**src/pkg/pflt_pkg.sv**
```systemverilog
package pflt_pkg;

  // Register map (offsets are local choices)
  localparam logic [3:0] ADDR_PRIMARY_TRIG = 4'h0;
  localparam logic [3:0] ADDR_FAULT_LIMIT  = 4'h1;
  localparam logic [3:0] ADDR_SECOND_TRIG  = 4'h2;
  localparam logic [3:0] ADDR_OUT_CONTROL  = 4'h3;
  localparam logic [3:0] ADDR_IRQ_STATUS   = 4'h4;
  localparam logic [3:0] ADDR_IRQ_MASK     = 4'h5;
  localparam logic [3:0] ADDR_STATUS       = 4'h6;
  localparam logic [3:0] ADDR_LATCH_CLEAR  = 4'h7;

  localparam logic [15:0] RESET_VALUE = 16'h0000;
  localparam logic [15:0] CMP_MASK    = 16'hFFF8;
  localparam logic [15:0] ZERO_WORD   = 16'h0000;

  // Source select decoding
  localparam logic [4:0] SRC_CMP_LAST   = 5'h03;
  localparam logic [4:0] SRC_FAULT_BASE = 5'h08;
  localparam logic [4:0] SRC_FAULT_LAST = 5'h1E;
  localparam int         NUM_CMP        = 4;
  localparam int         NUM_FAULT      = 23;

  // Trip mode codes
  localparam logic [1:0] TRIP_LATCHED  = 2'h0;
  localparam logic [1:0] TRIP_CYCLE    = 2'h1;
  localparam logic [1:0] TRIP_RESERVED = 2'h2;
  localparam logic [1:0] TRIP_DISABLED = 2'h3;

  // Interrupt bit positions
  localparam int IRQ_PRIMARY = 0;
  localparam int IRQ_TRIP    = 1;
  localparam int IRQ_LIMIT   = 2;
  localparam int IRQ_WIDTH   = 3;

  typedef struct packed {
    logic       independent_fault_mode;
    logic [4:0] limit_source_select;
    logic       limit_polarity;
    logic       limit_mode_enable;
    logic [4:0] trip_source_select;
    logic       trip_polarity;
    logic [1:0] trip_mode;
  } pflt_ctl_s;

  // Output control: bits 15..6 zero, 5:4 trip state, 3:2 limit state, 1 polh, 0 poll
  typedef struct packed {
    logic [9:0] unused;
    logic [1:0] trip_output_state;
    logic [1:0] limit_output_state;
    logic       high_pol_low;
    logic       low_pol_low;
  } pflt_out_s;

endpackage : pflt_pkg

```
**src/pflt_ctl.sv**
```systemverilog
// What this block does
// RQ1 - Primary compare in bits 15:3, low zero
// RQ2 - Secondary compare in bits 15:3, low zero
// RQ3 - Secondary match never raises trigger interrupt
// RQ4 - Independent mode: limit drives high, trip low
// RQ5 - Normal mode: each source forces both outputs
// RQ6 - Limit select: comparators, faults, reserved codes
// RQ7 - Selected limit signal feeds deadtime compensation
// RQ8 - Limit polarity one means active low
// RQ9 - Limit source acts only when enabled
// RQ10 - Trip select uses same decoding
// RQ11 - Trip polarity one means active low
// RQ12 - Trip mode: latched, cycle, reserved, disabled
// RQ13 - Software changes mode/polarity only when disabled
// RQ14 - Software avoids shared fault line, limit case
// RQ15 - Software avoids shared fault line, trip case
// RQ16 - Forced states pass through output polarity
// RQ17 - Cycle release at period boundary; latched held
// RQ18 - Trigger when counter equals compare value
//
// The address map and the plain strobed port were decided locally.
`timescale 1ns/100ps
`default_nettype none

module pflt_ctl
  import pflt_pkg::*;
(
  // Clock and reset
  input  wire logic                  clk,
  input  wire logic                  srst,
  input  wire logic                  clk_en,
  // Register port
  input  wire logic [3:0]            reg_addr,
  input  wire logic [15:0]           reg_wdata,
  input  wire logic                  reg_wr,
  input  wire logic                  reg_rd,
  output logic      [15:0]           reg_rdata,
  // Time base and generator
  input  wire logic                  module_enable,
  input  wire logic [15:0]           local_count,
  input  wire logic                  period_boundary,
  input  wire logic                  gen_high,
  input  wire logic                  gen_low,
  // Sources
  input  wire logic [NUM_CMP-1:0]    comparator_in,
  input  wire logic [NUM_FAULT-1:0]  fault_in,
  // Outputs
  output logic                       high_output,
  output logic                       low_output,
  output logic                       deadtime_comp_input,
  output logic                       primary_trigger,
  output logic                       secondary_trigger,
  output logic                       irq
);

  ////////////////////////////////////////////////////////////////////////////
  // Overview of the channel
  // Two sources per generator: a trip source and a limit source, each picked
  // from four comparators or twenty-three fault lines by a five-bit code.
  // In normal mode either forces the pin pair, in independent mode limit the high pin and trip the low; forced values are in active terms, so
  // the pin polarity bits apply to forced and normal levels alike.
  // Limitation: polarity and mode bits are not guarded against writes while
  // the generator runs; software keeps to the quiet window on its own.
  // Trade-off: every pin and trigger output is registered, which costs one
  // cycle of reaction but gives glitch-free levels at the pins.

  ////////////////////////////////////////////////////////////////////////////
  // Registers
  logic [15:0] primary_trigger_compare;
  logic [15:0] secondary_trigger_compare;
  pflt_ctl_s   fault_limit_control;
  pflt_out_s   out_control;
  logic [IRQ_WIDTH-1:0] irq_status;
  logic [IRQ_WIDTH-1:0] irq_mask;
  logic        trip_held;
  logic        limit_held;
  logic [15:0] next_primary;
  logic [15:0] next_secondary;
  pflt_ctl_s   next_fcl;
  pflt_out_s   next_out;
  logic [IRQ_WIDTH-1:0] next_irq_status;
  logic [IRQ_WIDTH-1:0] next_irq_mask;
  logic        next_trip_held;
  logic        next_limit_held;
  logic [15:0] next_rdata;
  logic        next_high;
  logic        next_low;
  logic        next_dtc;
  logic        next_ptrig;
  logic        next_strig;

  ////////////////////////////////////////////////////////////////////////////
  // Source selection, shared decoder for both selects
  function automatic logic pick_source(input logic [4:0] sel,
                                       input logic [NUM_CMP-1:0] cmp,
                                       input logic [NUM_FAULT-1:0] flt);
    logic [4:0] idx;
    idx = 5'h00;
    pick_source = 1'b0;
    if (sel <= SRC_CMP_LAST) begin
      pick_source = cmp[sel[1:0]];                          // [RQ6] [RQ10]
    end else if (sel >= SRC_FAULT_BASE && sel <= SRC_FAULT_LAST) begin
      idx = sel - SRC_FAULT_BASE;
      pick_source = flt[idx];                               // [RQ6] [RQ10]
    end
    // Reserved codes select nothing and read as zero, which counts as active when the polarity bit is one
  endfunction : pick_source

  logic limit_raw;
  logic trip_raw;
  logic limit_active;
  logic trip_active;
  logic trip_enabled;

  // Polarity and enable qualification
  always_comb begin
    limit_raw    = pick_source(fault_limit_control.limit_source_select,
                               comparator_in, fault_in);
    trip_raw     = pick_source(fault_limit_control.trip_source_select,
                               comparator_in, fault_in);
    limit_active = (limit_raw ^ fault_limit_control.limit_polarity)     // [RQ8]
                   & fault_limit_control.limit_mode_enable;              // [RQ9]
    trip_enabled = (fault_limit_control.trip_mode == TRIP_LATCHED) ||
                   (fault_limit_control.trip_mode == TRIP_CYCLE);        // [RQ12]
    trip_active  = (trip_raw ^ fault_limit_control.trip_polarity)       // [RQ11]
                   & trip_enabled;
  end

  ////////////////////////////////////////////////////////////////////////////
  // Register writes, hold state, triggers and outputs
  logic       wr_fcl;
  logic       trip_force;
  logic       limit_force;
  logic       act_high;
  logic       act_low;
  logic [IRQ_WIDTH-1:0] events;
  logic [IRQ_WIDTH-1:0] w1c;
  logic       latch_clr;

  // Register file: writes, write-one-clear strobes and the latch release request
  // Low compare bits are dropped on the way in, so they can never read back
  always_comb begin
    next_primary    = primary_trigger_compare;
    next_secondary  = secondary_trigger_compare;
    next_fcl        = fault_limit_control;
    next_out        = out_control;
    next_irq_mask   = irq_mask;
    latch_clr       = 1'b0;
    wr_fcl          = 1'b0;
    w1c             = '0;
    if (reg_wr) begin
      case (reg_addr)
        ADDR_PRIMARY_TRIG: next_primary   = reg_wdata & CMP_MASK;        // [RQ1]
        ADDR_SECOND_TRIG:  next_secondary = reg_wdata & CMP_MASK;        // [RQ2]
        ADDR_FAULT_LIMIT: begin
          next_fcl = pflt_ctl_s'(reg_wdata);
          wr_fcl   = 1'b1;
        end
        ADDR_OUT_CONTROL: begin
          next_out        = pflt_out_s'(reg_wdata);
          next_out.unused = '0;
        end
        ADDR_IRQ_STATUS:  w1c           = reg_wdata[IRQ_WIDTH-1:0];
        ADDR_IRQ_MASK:    next_irq_mask = reg_wdata[IRQ_WIDTH-1:0];
        ADDR_LATCH_CLEAR: begin
          // Software release of a latched trip, only once the input is gone
          // Only a request here; the hold logic decides whether it takes
          latch_clr = reg_wdata[0];
        end
        default: ;
      endcase
    end
  end

  ////////////////////////////////////////////////////////////////////////////
  // Hold state: a source that went active keeps forcing until its release
  // point, so a short glitch still holds the pins for the rest of the period
  always_comb begin
    next_trip_held  = trip_held;
    next_limit_held = limit_held;
    // Latched trip leaves on request, never while the input is still on, or on a reconfiguration write
    if (latch_clr && !trip_active) begin
      next_trip_held = 1'b0;                                             // [RQ17]
    end
    // Cycle mode releases at the period boundary when the input is gone
    if (fault_limit_control.trip_mode == TRIP_CYCLE && period_boundary && !trip_active) begin
      next_trip_held = 1'b0;                                             // [RQ17]
    end
    if (!trip_enabled) begin
      next_trip_held = 1'b0;
    end
    // Limit is cycle-by-cycle by nature
    if (period_boundary && !limit_active) begin
      next_limit_held = 1'b0;
    end
    if (!fault_limit_control.limit_mode_enable) begin
      next_limit_held = 1'b0;
    end
    // New activity wins over every release except a reconfiguration write
    if (trip_active) begin
      next_trip_held = 1'b1;                                             // [RQ12]
    end
    if (limit_active) begin
      next_limit_held = 1'b1;
    end
    // Reconfiguration drops the trip hold, even one raised in this cycle
    if (wr_fcl) begin
      next_trip_held = 1'b0;
    end
  end

  ////////////////////////////////////////////////////////////////////////////
  // Pin levels: forcing is worked out in active/inactive terms first, and
  // the pin polarity is applied last so forced and normal levels flip alike
  always_comb begin
    trip_force  = trip_active | trip_held;
    limit_force = limit_active | limit_held;
    // Forcing in active/inactive terms
    act_high = gen_high;
    act_low  = gen_low;
    if (fault_limit_control.independent_fault_mode) begin
      if (limit_force) act_high = out_control.trip_output_state[1];     // [RQ4]
      if (trip_force)  act_low  = out_control.trip_output_state[0];     // [RQ4]
    end else if (trip_force) begin
      act_high = out_control.trip_output_state[1];                      // [RQ5]
      act_low  = out_control.trip_output_state[0];                      // [RQ5]
    end else if (limit_force) begin
      act_high = out_control.limit_output_state[1];                     // [RQ5]
      act_low  = out_control.limit_output_state[0];                     // [RQ5]
    end
    next_high  = act_high ^ out_control.high_pol_low;                   // [RQ16]
    next_low   = act_low ^ out_control.low_pol_low;                     // [RQ16]
    // Raw line before polarity, as the compensation logic expects
    next_dtc   = limit_raw;                                             // [RQ7]
  end

  ////////////////////////////////////////////////////////////////////////////
  // Trigger compares; the three dropped count bits keep each match
  // standing for eight counts, so the interrupt keys on its rising edge
  always_comb begin
    next_ptrig = module_enable &&
                 ((local_count & CMP_MASK) == primary_trigger_compare);   // [RQ18]
    next_strig = module_enable &&
                 ((local_count & CMP_MASK) == secondary_trigger_compare); // [RQ18]
  end

  ////////////////////////////////////////////////////////////////////////////
  // Interrupt status; a secondary match has no path in here at all
  always_comb begin
    // Only the primary path feeds the trigger interrupt
    events = '0;
    events[IRQ_PRIMARY] = next_ptrig && !primary_trigger;                // [RQ3]
    events[IRQ_TRIP]    = trip_active && !trip_held;
    events[IRQ_LIMIT]   = limit_active && !limit_held;
    // Set wins over write-one clear
    // An event in the clearing cycle survives the clear
    next_irq_status = (irq_status & ~w1c) | events;
  end

  // Read mux
  always_comb begin
    next_rdata = ZERO_WORD;
    if (reg_rd) begin
      case (reg_addr)
        ADDR_PRIMARY_TRIG: next_rdata = primary_trigger_compare;         // [RQ1]
        ADDR_SECOND_TRIG:  next_rdata = secondary_trigger_compare;       // [RQ2]
        ADDR_FAULT_LIMIT:  next_rdata = fault_limit_control;
        ADDR_OUT_CONTROL:  next_rdata = out_control;
        ADDR_IRQ_STATUS:   next_rdata = {13'h0000, irq_status};
        ADDR_IRQ_MASK:     next_rdata = {13'h0000, irq_mask};
        ADDR_STATUS:       next_rdata = {11'h000, limit_raw, trip_raw,
                                         limit_force, trip_force, trip_held};
        default:           next_rdata = ZERO_WORD;
      endcase
    end
  end

  ////////////////////////////////////////////////////////////////////////////
  // Register file state; a low clock enable freezes reads as well
  always_ff @(posedge clk) begin
    if (srst) begin
      primary_trigger_compare   <= RESET_VALUE;
      secondary_trigger_compare <= RESET_VALUE;
      fault_limit_control       <= pflt_ctl_s'(RESET_VALUE);
      out_control               <= pflt_out_s'(RESET_VALUE);
      irq_status                <= '0;
      irq_mask                  <= '0;
      reg_rdata                 <= ZERO_WORD;
    end else if (clk_en) begin
      primary_trigger_compare   <= next_primary;
      secondary_trigger_compare <= next_secondary;
      fault_limit_control       <= next_fcl;
      out_control               <= next_out;
      irq_status                <= next_irq_status;
      irq_mask                  <= next_irq_mask;
      reg_rdata                 <= next_rdata;
    end
  end

  // Hold state registers
  always_ff @(posedge clk) begin
    if (srst) begin
      trip_held                 <= 1'b0;
      limit_held                <= 1'b0;
    end else if (clk_en) begin
      trip_held                 <= next_trip_held;
      limit_held                <= next_limit_held;
    end
  end

  // Pin and trigger outputs, registered so the pins never glitch
  always_ff @(posedge clk) begin
    if (srst) begin
      high_output               <= 1'b0;
      low_output                <= 1'b0;
      deadtime_comp_input       <= 1'b0;
      primary_trigger           <= 1'b0;
      secondary_trigger         <= 1'b0;
    end else if (clk_en) begin
      high_output               <= next_high;
      low_output                <= next_low;
      deadtime_comp_input       <= next_dtc;
      primary_trigger           <= next_ptrig;
      secondary_trigger         <= next_strig;
    end
  end

  ////////////////////////////////////////////////////////////////////////////
  // Level interrupt from unmasked sticky bits; it stays high until software
  // clears the status bit, so a missed edge cannot lose an event
  assign irq = |(irq_status & irq_mask);

endmodule : pflt_ctl

`default_nettype wire

```
**config.mk**
```make
export PLATFORM = sky130hd
export DESIGN_NAME = pflt_ctl
export DESIGN_NICKNAME = d
export VERILOG_FILES = /design/src/pkg/pflt_pkg.sv /design/src/pflt_ctl.sv
export SDC_FILE = /design/constraint.sdc
export NUM_CORES = 1
export LEC_CHECK = 0
export ABC_AREA = 1
export ABC_CLOCK_PERIOD_IN_PS = 2890
export BUFFER_PORTS_ARGS = -buffer_cell sky130_fd_sc_hd__buf_2
export CAP_MARGIN = 10
export CORE_MARGIN = 8
export CORE_UTILIZATION = 48
export DETAILED_ROUTE_END_ITERATION = 10
export GPL_TIMING_DRIVEN = 0
export PLACE_DENSITY = 0.69
export SYNTH_ARGS = -nofsm -noshare
export SYNTH_HDL_FRONTEND = slang
export SYNTH_SLANG_ARGS = --single-unit
```
**constraint.sdc**
```tcl
create_clock -name clk -period 2.89 [get_ports clk]
set_input_delay 0 -clock clk [delete_from_list [all_inputs] [get_ports clk]]
set_output_delay 0 -clock clk [all_outputs]
set_load 0.02 [all_outputs]
```
; ---- Yosys cells after proc, flatten, opt, wreduce, memory -nomap -nowiden
; Cells that the tools add are included.
[word_totals]
wordCells = 122
ff_bits = 77
[classes]
bitwise_logic = 12
add_sub_neg = 2
magnitude_cmp = 10
muxes = 36
n_reduce_logical = 27
eq_ne = 12
[ops]
columns = operator, n
row1 = case mux 16 bit (7 select lines), 1
row2 = two-way mux 1 bit, 28
row3 = equality test 13 bit, 2
row4 = equality test 4 x 3 -> 1 bit (second input constant), 4
row5 = two-way mux 16 bit, 1
row6 = AND reduction 3 bit, 5
row7 = < comparator 5 x 6 -> 1 bit (second input constant), 2
row8 = logical AND 1 bit, 11
row9 = binary-select mux 1 bit (select 5 bit), 2
row10 = greater-or-equal comparator 5 x 4 -> 1 bit (second input constant), 2
row11 = less-or-equal comparator 5 x 2 -> 1 bit (second input constant), 2
row12 = less-or-equal comparator 5 bit (second input constant), 2
row13 = subtractor 5 x 4 -> 5 bit (second input constant), 2
row14 = equality test 4 x 2 -> 1 bit (second input constant), 2
row15 = AND 3 bit, 2
row16 = < comparator 2 x 3 -> 1 bit (second input constant), 2
row17 = two-way mux 3 bit, 2
row18 = logical NOT 1 bit, 5
row19 = != test 5 x 2 -> 1 bit (second input constant), 1
row20 = binary-select mux 1 bit (select 2 bit), 2
row21 = equality test 4 x 1 -> 1 bit (second input constant), 1
row22 = logical NOT 4 bit, 1
row23 = AND reduction 2 bit, 2
row24 = bitwise XOR 1 bit, 4
row25 = other kinds (9), 11

; ---- Depth between registers and ports, before layout
; Gate-level depths: netlist of the first run.
[logic_depth]
depth_word = 14
ltp_mapped = 22
ltp_nobuf = 22

; ---- Least setup slack after synthesis of the first run
; No wires, ideal clock.
[synth_timing]
path_kind = register to register
startpoint = reg fault_limit_control[13] (netlist name)
endpoint = reg high_output
path_slack_ns = 1.023
path_buffers = 0
stages_incl_launch_ff = 18
required_time_ns = 2.781
arrival_time_ns = 1.758
path_cell_list = dfxtp_1 > inv_1 > ha_1 > o21bai_1 > nor2_1 > nand2_1 > o21bai_2 > nand2_2 > nand3_2 > nand2_2 > nand2_1 > nand3_1 > nand2_1 > nand2_1 > nand2_1 > nand3_1 > nand2_1 > inv_1
[synth_via]
elab_chain_cells = 12
word_cells_on_any_way = 17
classes_between = add/sub (1) / order compare (3) / mux (8) / bitwise (4) / reduce/logical (1)
[synth_lines]
columns = element, line_no
row1 = start: declaration, pflt_ctl.sv:71  ; pflt_ctl_s fault_limit_control;
row2 = start signal: assignment, pflt_ctl.sv:284  ; fault_limit_control <= pflt_ctl_s'(RESET_VALUE);
row3 = start signal: assignment, pflt_ctl.sv:292  ; fault_limit_control <= next_fcl;
row4 = subtractor 5 x 4 -> 5 bit, pflt_ctl.sv:103  ; idx = sel - SRC_FAULT_BASE;
row5 = binary-select mux 1 bit (select 5 bit), pflt_ctl.sv:104  ; pick_source = flt[idx];
row6 = two-way mux 1 bit (implied by the code), pflt_ctl.sv:104
row7 = two-way mux 1 bit, pflt_ctl.sv:102  ; end else if (sel >= SRC_FAULT_BASE && sel <= SRC_FAULT_LAST) begin
row8 = two-way mux 1 bit *, pflt_ctl.sv:100  ; if (sel <= SRC_CMP_LAST) begin
row9 = bitwise XOR 1 bit *, pflt_ctl.sv:121  ; limit_active = (limit_raw ^ fault_limit_control.limit_polarity)
row10 = AND 1 bit *, pflt_ctl.sv:122  ; & fault_limit_control.limit_mode_enable;
row11 = bitwise OR 1 bit *, pflt_ctl.sv:217  ; limit_force = limit_active | limit_held;
row12 = two-way mux 1 bit, pflt_ctl.sv:227  ; end else if (limit_force) begin
row13 = two-way mux 1 bit, pflt_ctl.sv:224  ; end else if (trip_force) begin
row14 = two-way mux 1 bit *, pflt_ctl.sv:221  ; if (fault_limit_control.independent_fault_mode) begin
row15 = bitwise XOR 1 bit *, pflt_ctl.sv:231  ; next_high = act_high ^ out_control.high_pol_low;
row16 = end signal: assignment, pflt_ctl.sv:320  ; high_output <= next_high;
row17 = end: declaration, pflt_ctl.sv:48  ; output logic high_output,
; Mark *: on every way between the ends. The rest lies on a longest branch, timed or not. The select of a mux whose other input is x is not followed.
; A chain may end at the register's enable or synchronous reset.

; ---- Final worst setup path of the first run
[layout_timing]
startpoint = reg fault_limit_control[11] (netlist name)
endpoint = reg high_output
; The elaborated chain is that of the path after synthesis.

==> results of run 1 <==
[critical path, cell delays in order (launching register included)]
cell and delay (ns):
dfxtp_1 0.31, buf_4 0.15, clkinv_1 0.30, nand3_1 0.20, nand3_1 0.09, nand2_1 0.10, nand2_1 0.08, nand4_1 0.09
nand3_1 0.14, nand3_2 0.14, nand2_2 0.08, nand2_1 0.07, nand3_1 0.06, nand2_1 0.09, nand2_1 0.05, nand2_1 0.05
nand3_1 0.06, nand2_1 0.06, inv_1 0.04
[cells in the final DEF, fill, tap and decap left out, types with 5 or more instances in the layout]
cell type	instances
a21oi_1	83
clkbuf_1	19
nor2_1	31
buf_2	91
nand3_1	46
dfxtp_1	77
clkbuf_8	9
o22ai_1	22
inv_1	100
o21ai_0	67
o211ai_1	5
ha_1	7
dlygate4sd3_1	15
nand2_1	163
nand4_1	5
[state kept, by name, summed over array words and instances, names as in the netlist]
name / count
irq_status: 3
high_output: 1
limit_held: 1
low_output: 1
secondary_trigger_compare: 13
reg_rdata: 16
primary_trigger: 1
out_control: 6
primary_trigger_compare: 13
secondary_trigger: 1
deadtime_comp_input: 1
irq_mask: 3
fault_limit_control: 16
trip_held: 1
[worst paths after layout]
path | start | endpoint | slack (ns)
max reg2reg | fault_limit_control[11]$_SDFFE_PP0P_ | high_output$_SDFFE_PP0P_ | 0.66
min | reg_wdata[5] | secondary_trigger_compare[5]$_SDFFE_PP0P_ | 0.009
min reg2reg | reg_rdata[7]$_SDFFE_PP0P_ | reg_rdata[7]$_SDFFE_PP0P_ | 0.46
max | fault_limit_control[11]$_SDFFE_PP0P_ | high_output$_SDFFE_PP0P_ | 0.66
[metal layers]
metal  global-route usage  share of wire  up-vias
met3               0.0633          0.098       31
met4               0.0994          0.027        0
met2                0.387           0.45      256
met5                    0              0        -
met1                0.311           0.43     2310
li1                     -              -     2493
[what timing repair did]
item | in CTS | in global routing
hold endpoints to repair | 34 | 0
setup buffers | 0 | 0
setup endpoints to repair | 0 | 0
hold buffers | 15 | 0
[stage by stage]
step / worst slack [ns] / utilization / std cells / power [mW] / instance area, um^2
CTS: 0.681 / 0.591 / 914 / 2.27 / 5360
floorplan: 1.02 / - / 682 / 1.26 / 4410
global placement: 0.720 / 0.552 / 883 / 1.38 / 5000
global route: 0.349 / 0.591 / 914 / 2.35 / 5360
detailed placement: 0.680 / 0.552 / 883 / 1.39 / 5000
finish: 0.656 / 0.591 / 914 / 2.27 / 5360
[cell type report]
cell class / count / area (um^2) / area share
Buffer: 28 / 136 / 0.0255
Clock buffer: 9 / 124 / 0.0231
Clock inverter: 7 / 80.1 / 0.0149
Inverter: 106 / 398 / 0.0743
Multi-Input combinational cell: 471 / 2340 / 0.436
Sequential cell: 77 / 1540 / 0.288
Tap cell: 111 / 139 / 0.0259
Timing Repair Buffer: 105 / 601 / 0.112
[power by group]
part	switching, mW	internal, mW	total [mW]	leakage, nW
registers	0.00945	1.08	1.08	0.622
clock network	0.470	0.413	0.883	0.103
logic	0.186	0.114	0.299	1.66
total	0.665	1.60	2.27	2.38
[cell families (layout without fill, tap and decap cells)]
| group | after synthesis | count (layout) |
|---|---|---|
| buffers and inverters | 134 | 255 |
| DFF | 77 | 77 |
| adders and majority gates | 7 | 7 |
| AOI/OAI and AO/OA | 199 | 199 |
| xor gates and xnor gates | 8 | 8 |
| and+or+nand+nor | 257 | 257 |
==> results by group, run 1 <==
Synthesis
  – Synth Area in Simple Gates: 0.243
  – Compound-Gate Fraction of Synth Area: 0.251
  – Asr flop ratio synth: 0
  – Ys flop type: dfxtp_1
  – Synth cell types: 38
  – Yosys warnings: 0
  – Syn nets: 761
  – Most instantiated cells after synthesis: nand2_1, inv_1, a21oi_1
  – Yosys reg bits: 77
  – Mux share of post-synthesis cell area: 0
  – Syn Area/Cell: 6.47 um^2
  – Yosys top cell by area: dfxtp_1
  – Most area-consuming cells after synthesis: dfxtp_1, nand2_1, a21oi_1
  – EDFF count, synth: 0
  – Largest family of logic cells by synthesized area: compound AO/OA/AOI/OAI gates
  – Post-synthesis instance area: 0.00441 mm^2
  – Seq/Total Area, Yosys: 0.349
  – Synth Area in XOR/XNOR: 0.0159
  – Post-synth top area share: 0.349
  – Cells after Synth: 682
  – Synth Area in Adders: 0.0198
  – Most frequent cell after synthesis: nand2_1

STA
  – Hold WS: 0.00887 ns
  – Crit share post-route: 0.773
  – Fmax: 448 MHz
  – Minimum clock period: 2.23 ns
  – # setup viols final: 0
  – TNS Setup: 0 ns
  – Clk_skew: 0.0176 ns
  – Worst Tran Pin Value: 0.754 ns
  – Unrepaired setup endpoints after global routing: no
  – Final hold vios: 0
  – Final Max Tran Viols: 0
  – Normalized max-slew margin: 0.497

Global routing
  – Grt total ovfl: 0
  – Gr usage total: 0.245
  – Initial antenna violation count: 0
  – Global-route wire length before repair: 24.6 mm
  – Vias in the first global route: 4862
  – Pin count of the biggest net entering global routing: 16

Floorplanning
  – Die area: 0.0125 mm^2
  – Die Ht: 112 um
  – Initial Util: 0.487
  – CORE AREA: 0.00906 mm^2
  – Die width: 112 um
  – Num rows: 35
  – Ports: 94

Clock tree
  – Sink Count: 77
  – Worst skew pair latency: 0.37 ns
  – TritonCTS Buffers: 9
  – H-tree levels: 3
  – Root Buffer: clkbuf_8
  – Post-cts resize count: 0
  – CTS tree: built
  – Clock Path Buffers: 2
  – Clock slew at reported path FFs: 0.10 ns

Final layout
  – Layout filler cell count: 929
  – Ratio of cells with drive above 1 in the final layout: 0.156
  – Diodes inserted: 0
  – Final-stage net count: 877
  – P&R area growth vs syn: 21.4%

Setup path
  – Critical path class: reg2reg
  – Worst-path fanout max: 9
  – Worst reg-to-reg path cell count: 18
  – Crit path capture type: register
  – Worst Setup Start Kind: register
  – CP Data Required Time: 3.17 ns
  – CP arrival: 2.51 ns

Power
  – Cell Pwr Density: 423 mW/mm^2
  – Lkg Pwr: 2.38 nW
  – Max VDD drop: 0.204 mV

Routing
  – Drt initial violations: 408
  – Initial DRT Pass Iterations: 8
  – DR WL/cell: 16.9 um
  – Drt total wl: 15.4 mm
  – Number of routed nets with antenna violations: 0
  – Post-DR vias/cell: 5.57
  – Remaining DRCs: 0
  – Vias: 5090

Job
  – Maxcap violations: 0

Run status
  – Status: complete, no violations

Min path
  – Worst Hold Class: in2reg
  – Hold-critical path depth: 3

Placement
  – Routability cong.: 0.922
  – Quantity of I/O buffers inserted on ports: 90
  – Detail Placement HPWL: 11.9 mm
(Power assumes the default switching activity.)
==> inputs of run 2 (changes only) <==
ABC_CLOCK_PERIOD_IN_PS = 2000   (was 2890)
PLACE_DENSITY = 0.71   (was 0.69)
clock period = 2 ns   (was 2.89 ns; I/O delays follow)
==> run 2 against run 1 <==
Net effect:
- global-route usage is 0.46 points lower
- wire length grew 3.6%
- the run now ends with negative setup slack left
- sequential power rose by 44%
- critical path depth is 1 higher
- setup slack got worse by 0.73 ns
- maximum frequency rose by 7.6%
- highest routed layer unchanged
- clock power increased by 19%
==> results by group, run 2 (synthesis results as in run 1) <==
Global routing
  – Global-route wire length before repair: 24.3 mm (was 24.6 mm)
  – Gr usage total: 0.241 (was 0.245)
  – Grt total ovfl: 0 (unchanged)
  – Pin count of the biggest net entering global routing: 14 (was 16)
  – Initial antenna violation count: 0 (unchanged)
  – Vias in the first global route: 4863 (was 4862)

Power
  – Lkg Pwr: 2.51 nW (was 2.38 nW)
  – Cell Pwr Density: 538 mW/mm^2 (was 423 mW/mm^2)
  – Sequential share of power: 0.508 (was 0.478)
  – P_int: 2.18 mW (was 1.60 mW)
  – P_sw: 0.896 mW (was 0.665 mW)
  – Switching part of the total: 0.291 (was 0.293)
  – Tot Pwr: 3.07 mW (was 2.27 mW)
  – Max VDD drop: 0.297 mV (was 0.204 mV)
  – Combinational share of power: 0.150 (was 0.132)
  – Clock power share: 0.342 (was 0.390)

Routing
  – Drt total wl: 16.0 mm (was 15.4 mm)
  – Wl on met1: 6.59 mm (was 6.61 mm)
  – Vias: 5295 (was 5090)
  – WL met3: 1.77 mm (was 1.52 mm)
  – Initial DRT Pass Iterations: 6 (was 8)
  – Drt initial violations: 540 (was 408)
  – Remaining DRCs: 0 (unchanged)
  – Highest routed layer: met4 (unchanged)
  – DR WL/cell: 17.2 um (was 16.9 um)
  – Number of routed nets with antenna violations: 0 (unchanged)
  – Post-DR vias/cell: 5.69 (was 5.57)
  – Met2 WL: 7.14 mm (was 6.88 mm)

Clock tree
  – Sink Count: 77 (unchanged)
  – Root Buffer: clkbuf_8 (unchanged)
  – CTS tree: built (unchanged)
  – TritonCTS Buffers: 9 (unchanged)
  – H-tree levels: 3 (unchanged)
  – Worst skew pair latency: 0.36 ns (was 0.37 ns)
  – Clock slew at reported path FFs: 0.09 ns (was 0.10 ns)
  – Clock Path Buffers: 2 (unchanged)

Setup path
  – CP Data Required Time: 2.27 ns (was 3.17 ns)
  – CP cell instances: inv_4 > buf_6 > nand3_2 > o21ai_2 > nand4_1 > a21oi_2 > nand2_2 > nand2_2 > nand2_2 > nand3_2 > nand2_2 > inv_2 > nand3_2 > nand2_2 > nand2_1 > nand2_1 > nand3_1 > nand2_1 > inv_1 (was buf_4 > clkinv_1 > nand3_1 > nand3_1 > nand2_1 > nand2_1 > nand4_1 > nand3_1 > nand3_2 > nand2_2 > nand2_1 > nand3_1 > nand2_1 > nand2_1 > nand2_1 > nand3_1 > nand2_1 > inv_1)
  – Crit-path leading delay family: simple AND/OR/NAND/NOR gates (unchanged)
  – Largest stage delay, worst path: 0.38 ns (was 0.31 ns)
  – Worst path most repeated cell: nand2_2 (was nand2_1)
  – Worst-path fanout max: 5 (was 9)
  – CP arrival: 2.34 ns (was 2.51 ns)
  – Crit path capture type: register (unchanged)
  – Worst Setup Start Kind: register (unchanged)
  – Crit path buf inv count: 4 (was 3)
  – Crit-path slowest cell: dfxtp_4 (was dfxtp_1)
  – Critical path class: reg2reg (unchanged)

Final layout
  – Commonest non-fill, non-tap cell in the layout: nand2_1 (unchanged)
  – Final core utilization: 0.630 (was 0.591)
  – Diodes inserted: 0 (unchanged)
  – Layout filler cell count: 860 (was 929)
  – Most frequent cells in the layout: nand2_1, inv_1, buf_2, a21oi_1, dfxtp_1 (unchanged)
  – Final-stage net count: 894 (was 877)
  – Biggest regs: fault_limit_control: 16 flops, reg_rdata: 16 flops (unchanged)
  – P&R area growth vs syn: 29.5% (was 21.4%)
  – Ratio of cells with drive above 1 in the final layout: 0.240 (was 0.156)

Placement
  – Quantity of I/O buffers inserted on ports: 90 (unchanged)
  – Worst slack, placed: -0.226 ns (was 0.680 ns)
  – Routability cong.: 0.942 (was 0.922)
  – Detail Placement HPWL: 11.5 mm (was 11.9 mm)

STA
  – Fmax: 482 MHz (was 448 MHz)
  – Unrepaired setup endpoints after global routing: yes (was no)
  – Hold WS: 0.00857 ns (was 0.00887 ns)
  – Clk_skew: 0.0183 ns (was 0.0176 ns)
  – Minimum clock period: 2.08 ns (was 2.23 ns)
  – Normalized max-slew margin: 0.497 (about the same)
  – TNS Setup: -0.168 ns (was 0 ns)
  – # setup viols final: 4 (was 0)
  – Final worst slack: -0.0758 ns (was 0.656 ns)
  – Worst Tran Pin Value: 0.754 ns (about the same)
  – Final hold vios: 0 (unchanged)
  – Crit share post-route: 1.04 (was 0.773)
  – Final Max Tran Viols: 0 (unchanged)

Floorplanning
  – Num rows: 35 (unchanged)
  – Die Ht: 112 um (unchanged)
  – Initial Util: 0.487 (unchanged)
  – Die area: 0.0125 mm^2 (unchanged)
  – Die width: 112 um (unchanged)
  – Ports: 94 (unchanged)
  – CORE AREA: 0.00906 mm^2 (unchanged)

Run status
  – Failing checks: negative setup slack
  – Status: finished with violations (was complete, no violations)

Min path
  – Worst Hold Class: in2reg (unchanged)

Job
  – Maxcap violations: 0 (unchanged)
## run 2: metrics by stage
stage / cells / area, um^2
after floorplan: 682 / 4410
final: 931 / 5710
after global placement: 883 / 5000
after detailed placement: 883 / 5000
after global routing: 931 / 5710
after CTS: 921 / 5480
## run 2: cell type report
class,instances,area [um^2],area share
plain buffers,28,163,0.0285
clock buffers,11,131,0.0230
clock inverters,5,36.3,0.00635
inverters,106,418,0.0731
multi-input cells,471,2510,0.439
flip-flops and latches,77,1560,0.274
well taps,111,139,0.0243
repair buffers,122,753,0.132
## run 2: path summary, 6_finish.rpt
kind / startpoint / to / slack (ns) / cells after the start
max: fault_limit_control[3]$_SDFFE_PP0P_ / high_output$_SDFFE_PP0P_ / -0.08 / 19
min: reg_wdata[9] / secondary_trigger_compare[9]$_SDFFE_PP0P_ / 0.009 / 3
min reg2reg: reg_rdata[3]$_SDFFE_PP0P_ / reg_rdata[3]$_SDFFE_PP0P_ / 0.46 / 2
max reg2reg: fault_limit_control[3]$_SDFFE_PP0P_ / high_output$_SDFFE_PP0P_ / -0.08 / 19
## run 2: worst reg2reg max path: cells and delay by family (launching register included)
| family | cells | cell delay [ns] |
|---|---|---|
| compound gates | 2 | 0.32 |
| flops | 1 | 0.38 |
| simple gates | 13 | 0.99 |
| buf+inv | 4 | 0.32 |
## run 2: what timing repair did
action	4_1_cts	5_1_grt
setup buffers	11	9
resized for setup	45	36
endpoints found under the setup margin	4	6
hold buffers	10	0
pin swaps	11	27
gates cloned	1	1
hold endpoints to repair	19	0
## run 2: power groups by stage
stage	Sequential (mW)	Clock [mW]	Combinational, mW
final	1.56	1.05	0.460
after global routing	1.56	1.13	0.499
after CTS	1.56	1.06	0.431
after detailed placement	1.60	0	0.396
after global placement	1.60	0	0.394
after floorplan	1.61	0	0.218
## run 2: per-layer routing
metal,track usage,vias to the layer above
met3,0.0606,48
met1,0.308,2415
met2,0.381,299
met4,0.0902,0
li1,-,2533
met5,0,-
==> inputs of run 3 (changes only) <==
CORE_UTILIZATION = 50   (was 48)
PLACE_DENSITY = 0.74   (was 0.71)
REMOVE_ABC_BUFFERS = 1   (was unset)
==> run 3 against run 2 <==
Net effect:
- the run still ends with negative setup slack left
- design area decreased by 1.9%
- maximum frequency increased by 0.34%
- wire length decreased by 9.3%
- sequential share of layout area increased by 0.67 points
- critical path depth increased by 1
- die area decreased by 3.4%
- core utilization increased by 1.9 points
- count of clock-buffer cells in the layout unchanged
- first-iteration DRC count decreased by 36%
- combinational power decreased by 2%
==> results by group, run 3 (synthesis results as in run 1) <==
Clock tree
  – Clock Path Buffers: 2 (unchanged)
  – Root Buffer: clkbuf_8 (unchanged)
  – H-tree levels: 3 (unchanged)
  – Sink Count: 77 (unchanged)
  – CTS tree: built (unchanged)
  – Worst skew pair latency: 0.35 ns (was 0.36 ns)
  – TritonCTS Buffers: 9 (unchanged)
  – Clock slew at reported path FFs: 0.08 ns (was 0.09 ns)

Setup path
  – Largest stage delay, worst path: 0.46 ns (was 0.38 ns)
  – Worst Setup Start Kind: register (unchanged)
  – Worst path most repeated cell: nand2_2 (unchanged)
  – CP cell instances: buf_12 > nand2_2 > nand2_1 > nand2_1 > nand3_2 > nand2_2 > nand2_2 > nand2_2 > o21bai_4 > nand2_4 > nand3_4 > nand2_4 > nand2_2 > nand3_2 > nand2_2 > nand2_1 > nand2_1 > nand3_1 > nand2_1 > inv_1 (was inv_4 > buf_6 > nand3_2 > o21ai_2 > nand4_1 > a21oi_2 > nand2_2 > nand2_2 > nand2_2 > nand3_2 > nand2_2 > inv_2 > nand3_2 > nand2_2 > nand2_1 > nand2_1 > nand3_1 > nand2_1 > inv_1)
  – CP arrival: 2.32 ns (was 2.34 ns)
  – Crit-path leading delay family: simple AND/OR/NAND/NOR gates (unchanged)
  – Crit path buf inv count: 2 (was 4)
  – Crit path capture type: register (unchanged)
  – Worst-path fanout max: 8 (was 5)
  – Reg2Reg Launch Point: fault_limit_control[10]$_SDFFE_PP0P_ (was fault_limit_control[3]$_SDFFE_PP0P_)
  – CP Data Required Time: 2.26 ns (was 2.27 ns)
  – Critical Path Start: fault_limit_control[10]$_SDFFE_PP0P_ (was fault_limit_control[3]$_SDFFE_PP0P_)
  – Crit-path slowest cell: dfxtp_4 (unchanged)
  – Critical path class: reg2reg (unchanged)

Global routing
  – Pin count of the biggest net entering global routing: 49 (was 14)
  – Vias in the first global route: 4716 (was 4863)
  – Grt total ovfl: 0 (unchanged)
  – Global-route wire length before repair: 23.0 mm (was 24.3 mm)
  – Initial antenna violation count: 0 (unchanged)
  – Gr usage total: 0.242 (was 0.241)

Final layout
  – Final-stage net count: 870 (was 894)
  – Ratio of cells with drive above 1 in the final layout: 0.241 (was 0.240)
  – Biggest regs: fault_limit_control: 16 flops, reg_rdata: 16 flops (unchanged)
  – Layout filler cell count: 818 (was 860)
  – Diodes inserted: 0 (unchanged)
  – P&R area growth vs syn: 27.0% (was 29.5%)
  – Multi-input logic area: 0.00251 mm^2 (about the same)
  – Cell Count, Final, Fillers Out: 904 (was 931)
  – Most frequent cells in the layout: nand2_1, inv_1, buf_2, a21oi_1, dfxtp_1 (unchanged)
  – Commonest non-fill, non-tap cell in the layout: nand2_1 (unchanged)
  – Storage element area: 0.00157 mm^2 (was 0.00156 mm^2)

STA
  – Clk_skew: 0.0110 ns (was 0.0183 ns)
  – Final hold vios: 0 (unchanged)
  – Worst Tran Pin Value: 0.950 ns (was 0.754 ns)
  – Final Max Tran Viols: 0 (unchanged)
  – Unrepaired setup endpoints after global routing: yes (unchanged)
  – Minimum clock period: 2.07 ns (was 2.08 ns)
  – Final worst slack: -0.0688 ns (was -0.0758 ns)
  – # setup viols final: 3 (was 4)
  – TNS Setup: -0.137 ns (was -0.168 ns)
  – Crit share post-route: 1.03 (was 1.04)
  – Normalized max-slew margin: 0.365 (was 0.497)
  – Fmax: 483 MHz (was 482 MHz)

Run status
  – Status: finished with violations (unchanged)
  – Failing checks: negative setup slack (unchanged)

Min path
  – Worst Hold Class: in2reg (unchanged)
  – Hold Path Origin: reg_wdata[3] (was reg_wdata[9])

Placement
  – Detail Placement HPWL: 10.4 mm (was 11.5 mm)
  – Worst slack, placed: -0.510 ns (was -0.226 ns)
  – Routability cong.: 0.915 (was 0.942)
  – Inst Count DP: 853 (was 883)
  – Quantity of I/O buffers inserted on ports: 90 (unchanged)

Routing
  – Initial DRT Pass Iterations: 5 (was 6)
  – Number of routed nets with antenna violations: 0 (unchanged)
  – DR WL/cell: 16.0 um (was 17.2 um)
  – Post-DR vias/cell: 5.54 (was 5.69)
  – Remaining DRCs: 0 (unchanged)
  – Drt total wl: 14.5 mm (was 16.0 mm)
  – Vias: 5007 (was 5295)
  – Drt initial violations: 346 (was 540)

Floorplanning
  – CORE AREA: 0.00864 mm^2 (was 0.00906 mm^2)
  – Num rows: 34 (was 35)
  – Initial Util: 0.511 (was 0.487)
  – Die area: 0.0121 mm^2 (was 0.0125 mm^2)
  – Die Ht: 110 um (was 112 um)
  – Die width: 110 um (was 112 um)
  – Ports: 94 (unchanged)

Power
  – Cell Pwr Density: 548 mW/mm^2 (was 538 mW/mm^2)
  – Max VDD drop: 0.417 mV (was 0.297 mV)
  – Lkg Pwr: 2.50 nW (was 2.51 nW)

Job
  – Maxcap violations: 0 (unchanged)
-- run 3: cell count changes in the layout (fill, tap and decap cells not counted), sizes merged --
cell | before | now
buf | 120 | 112
clkbuf | 31 | 11
clkinv | 2 | 5
clkinvlp | 3 | 0
dlygate4sd3 | 10 | 13
inv | 106 | 107
-- run 3: area by class of cell --
type,count,area share
clock buffer,11,0.0234
clock inverter,5,0.00647
inverter,106,0.0764
multi-input combinational,471,0.447
sequential,77,0.280
tap,108,0.0241
timing repair buffer,125,0.141
timing repair inverter,1,0.00112
-- run 3: tightest hold or removal path, delay by kind of cell --
| family | cells | cell delay [ns] |
|---|---|---|
| AO/OA/AOI/OAI | 2 | 0.20 |
| buffers and inverters | 1 | 0.13 |
-- run 3: what timing repair did --
action                                 4_1_cts  5_1_grt
gates cloned                                 0        1
endpoints found under the hold margin       36        0
buffers inserted                            12        8
hold buffers                                13        0
pin swaps                                    6       21
setup endpoints to repair                   11        6
resized for setup                           35       51
-- run 3: metal layers --
metal | track usage | wire length, um | vias up
met1 | 0.318 | 6410 | 2311
met3 | 0.0487 | 1110 | 22
met4 | 0.0849 | 257 | 0
met2 | 0.385 | 6720 | 196
met5 | 0 | 0 | -
li1 | - | - | 2478
-- run 3: worst paths after layout --
| kind | to | slack (ns) | cells past startpoint |
|---|---|---|---|
| worst max-delay path | high_output$_SDFFE_PP0P_ | -0.07 | 20 |
| worst min-delay path | fault_limit_control[3]$_SDFFE_PP0P_ | 0.02 | 3 |
| worst max register to register | high_output$_SDFFE_PP0P_ | -0.07 | 20 |
| worst min register to register | reg_rdata[5]$_SDFFE_PP0P_ | 0.46 | 2 |
-- run 3: stage by stage --
| stage | hold WS (ns) | util | power [mW] | instance area (um^2) |
|---|---|---|---|---|
| finish | 0.0231 | 0.649 | 3.07 | 5600 |
| global route | 0.0177 | 0.649 | 3.22 | 5600 |
| CTS | 0.00742 | 0.618 | 3.04 | 5330 |
| detailed placement | 0.320 | 0.564 | 1.98 | 4870 |
| global placement | 0.311 | 0.563 | 1.98 | 4860 |
| floorplan | 0.0691 | - | 1.81 | 4280 |
-- run 3: power by group --
part / switching [mW] / internal, mW
sequential: 0.0167 / 1.55
clock: 0.601 / 0.457
combinational: 0.269 / 0.184
total: 0.887 / 2.19
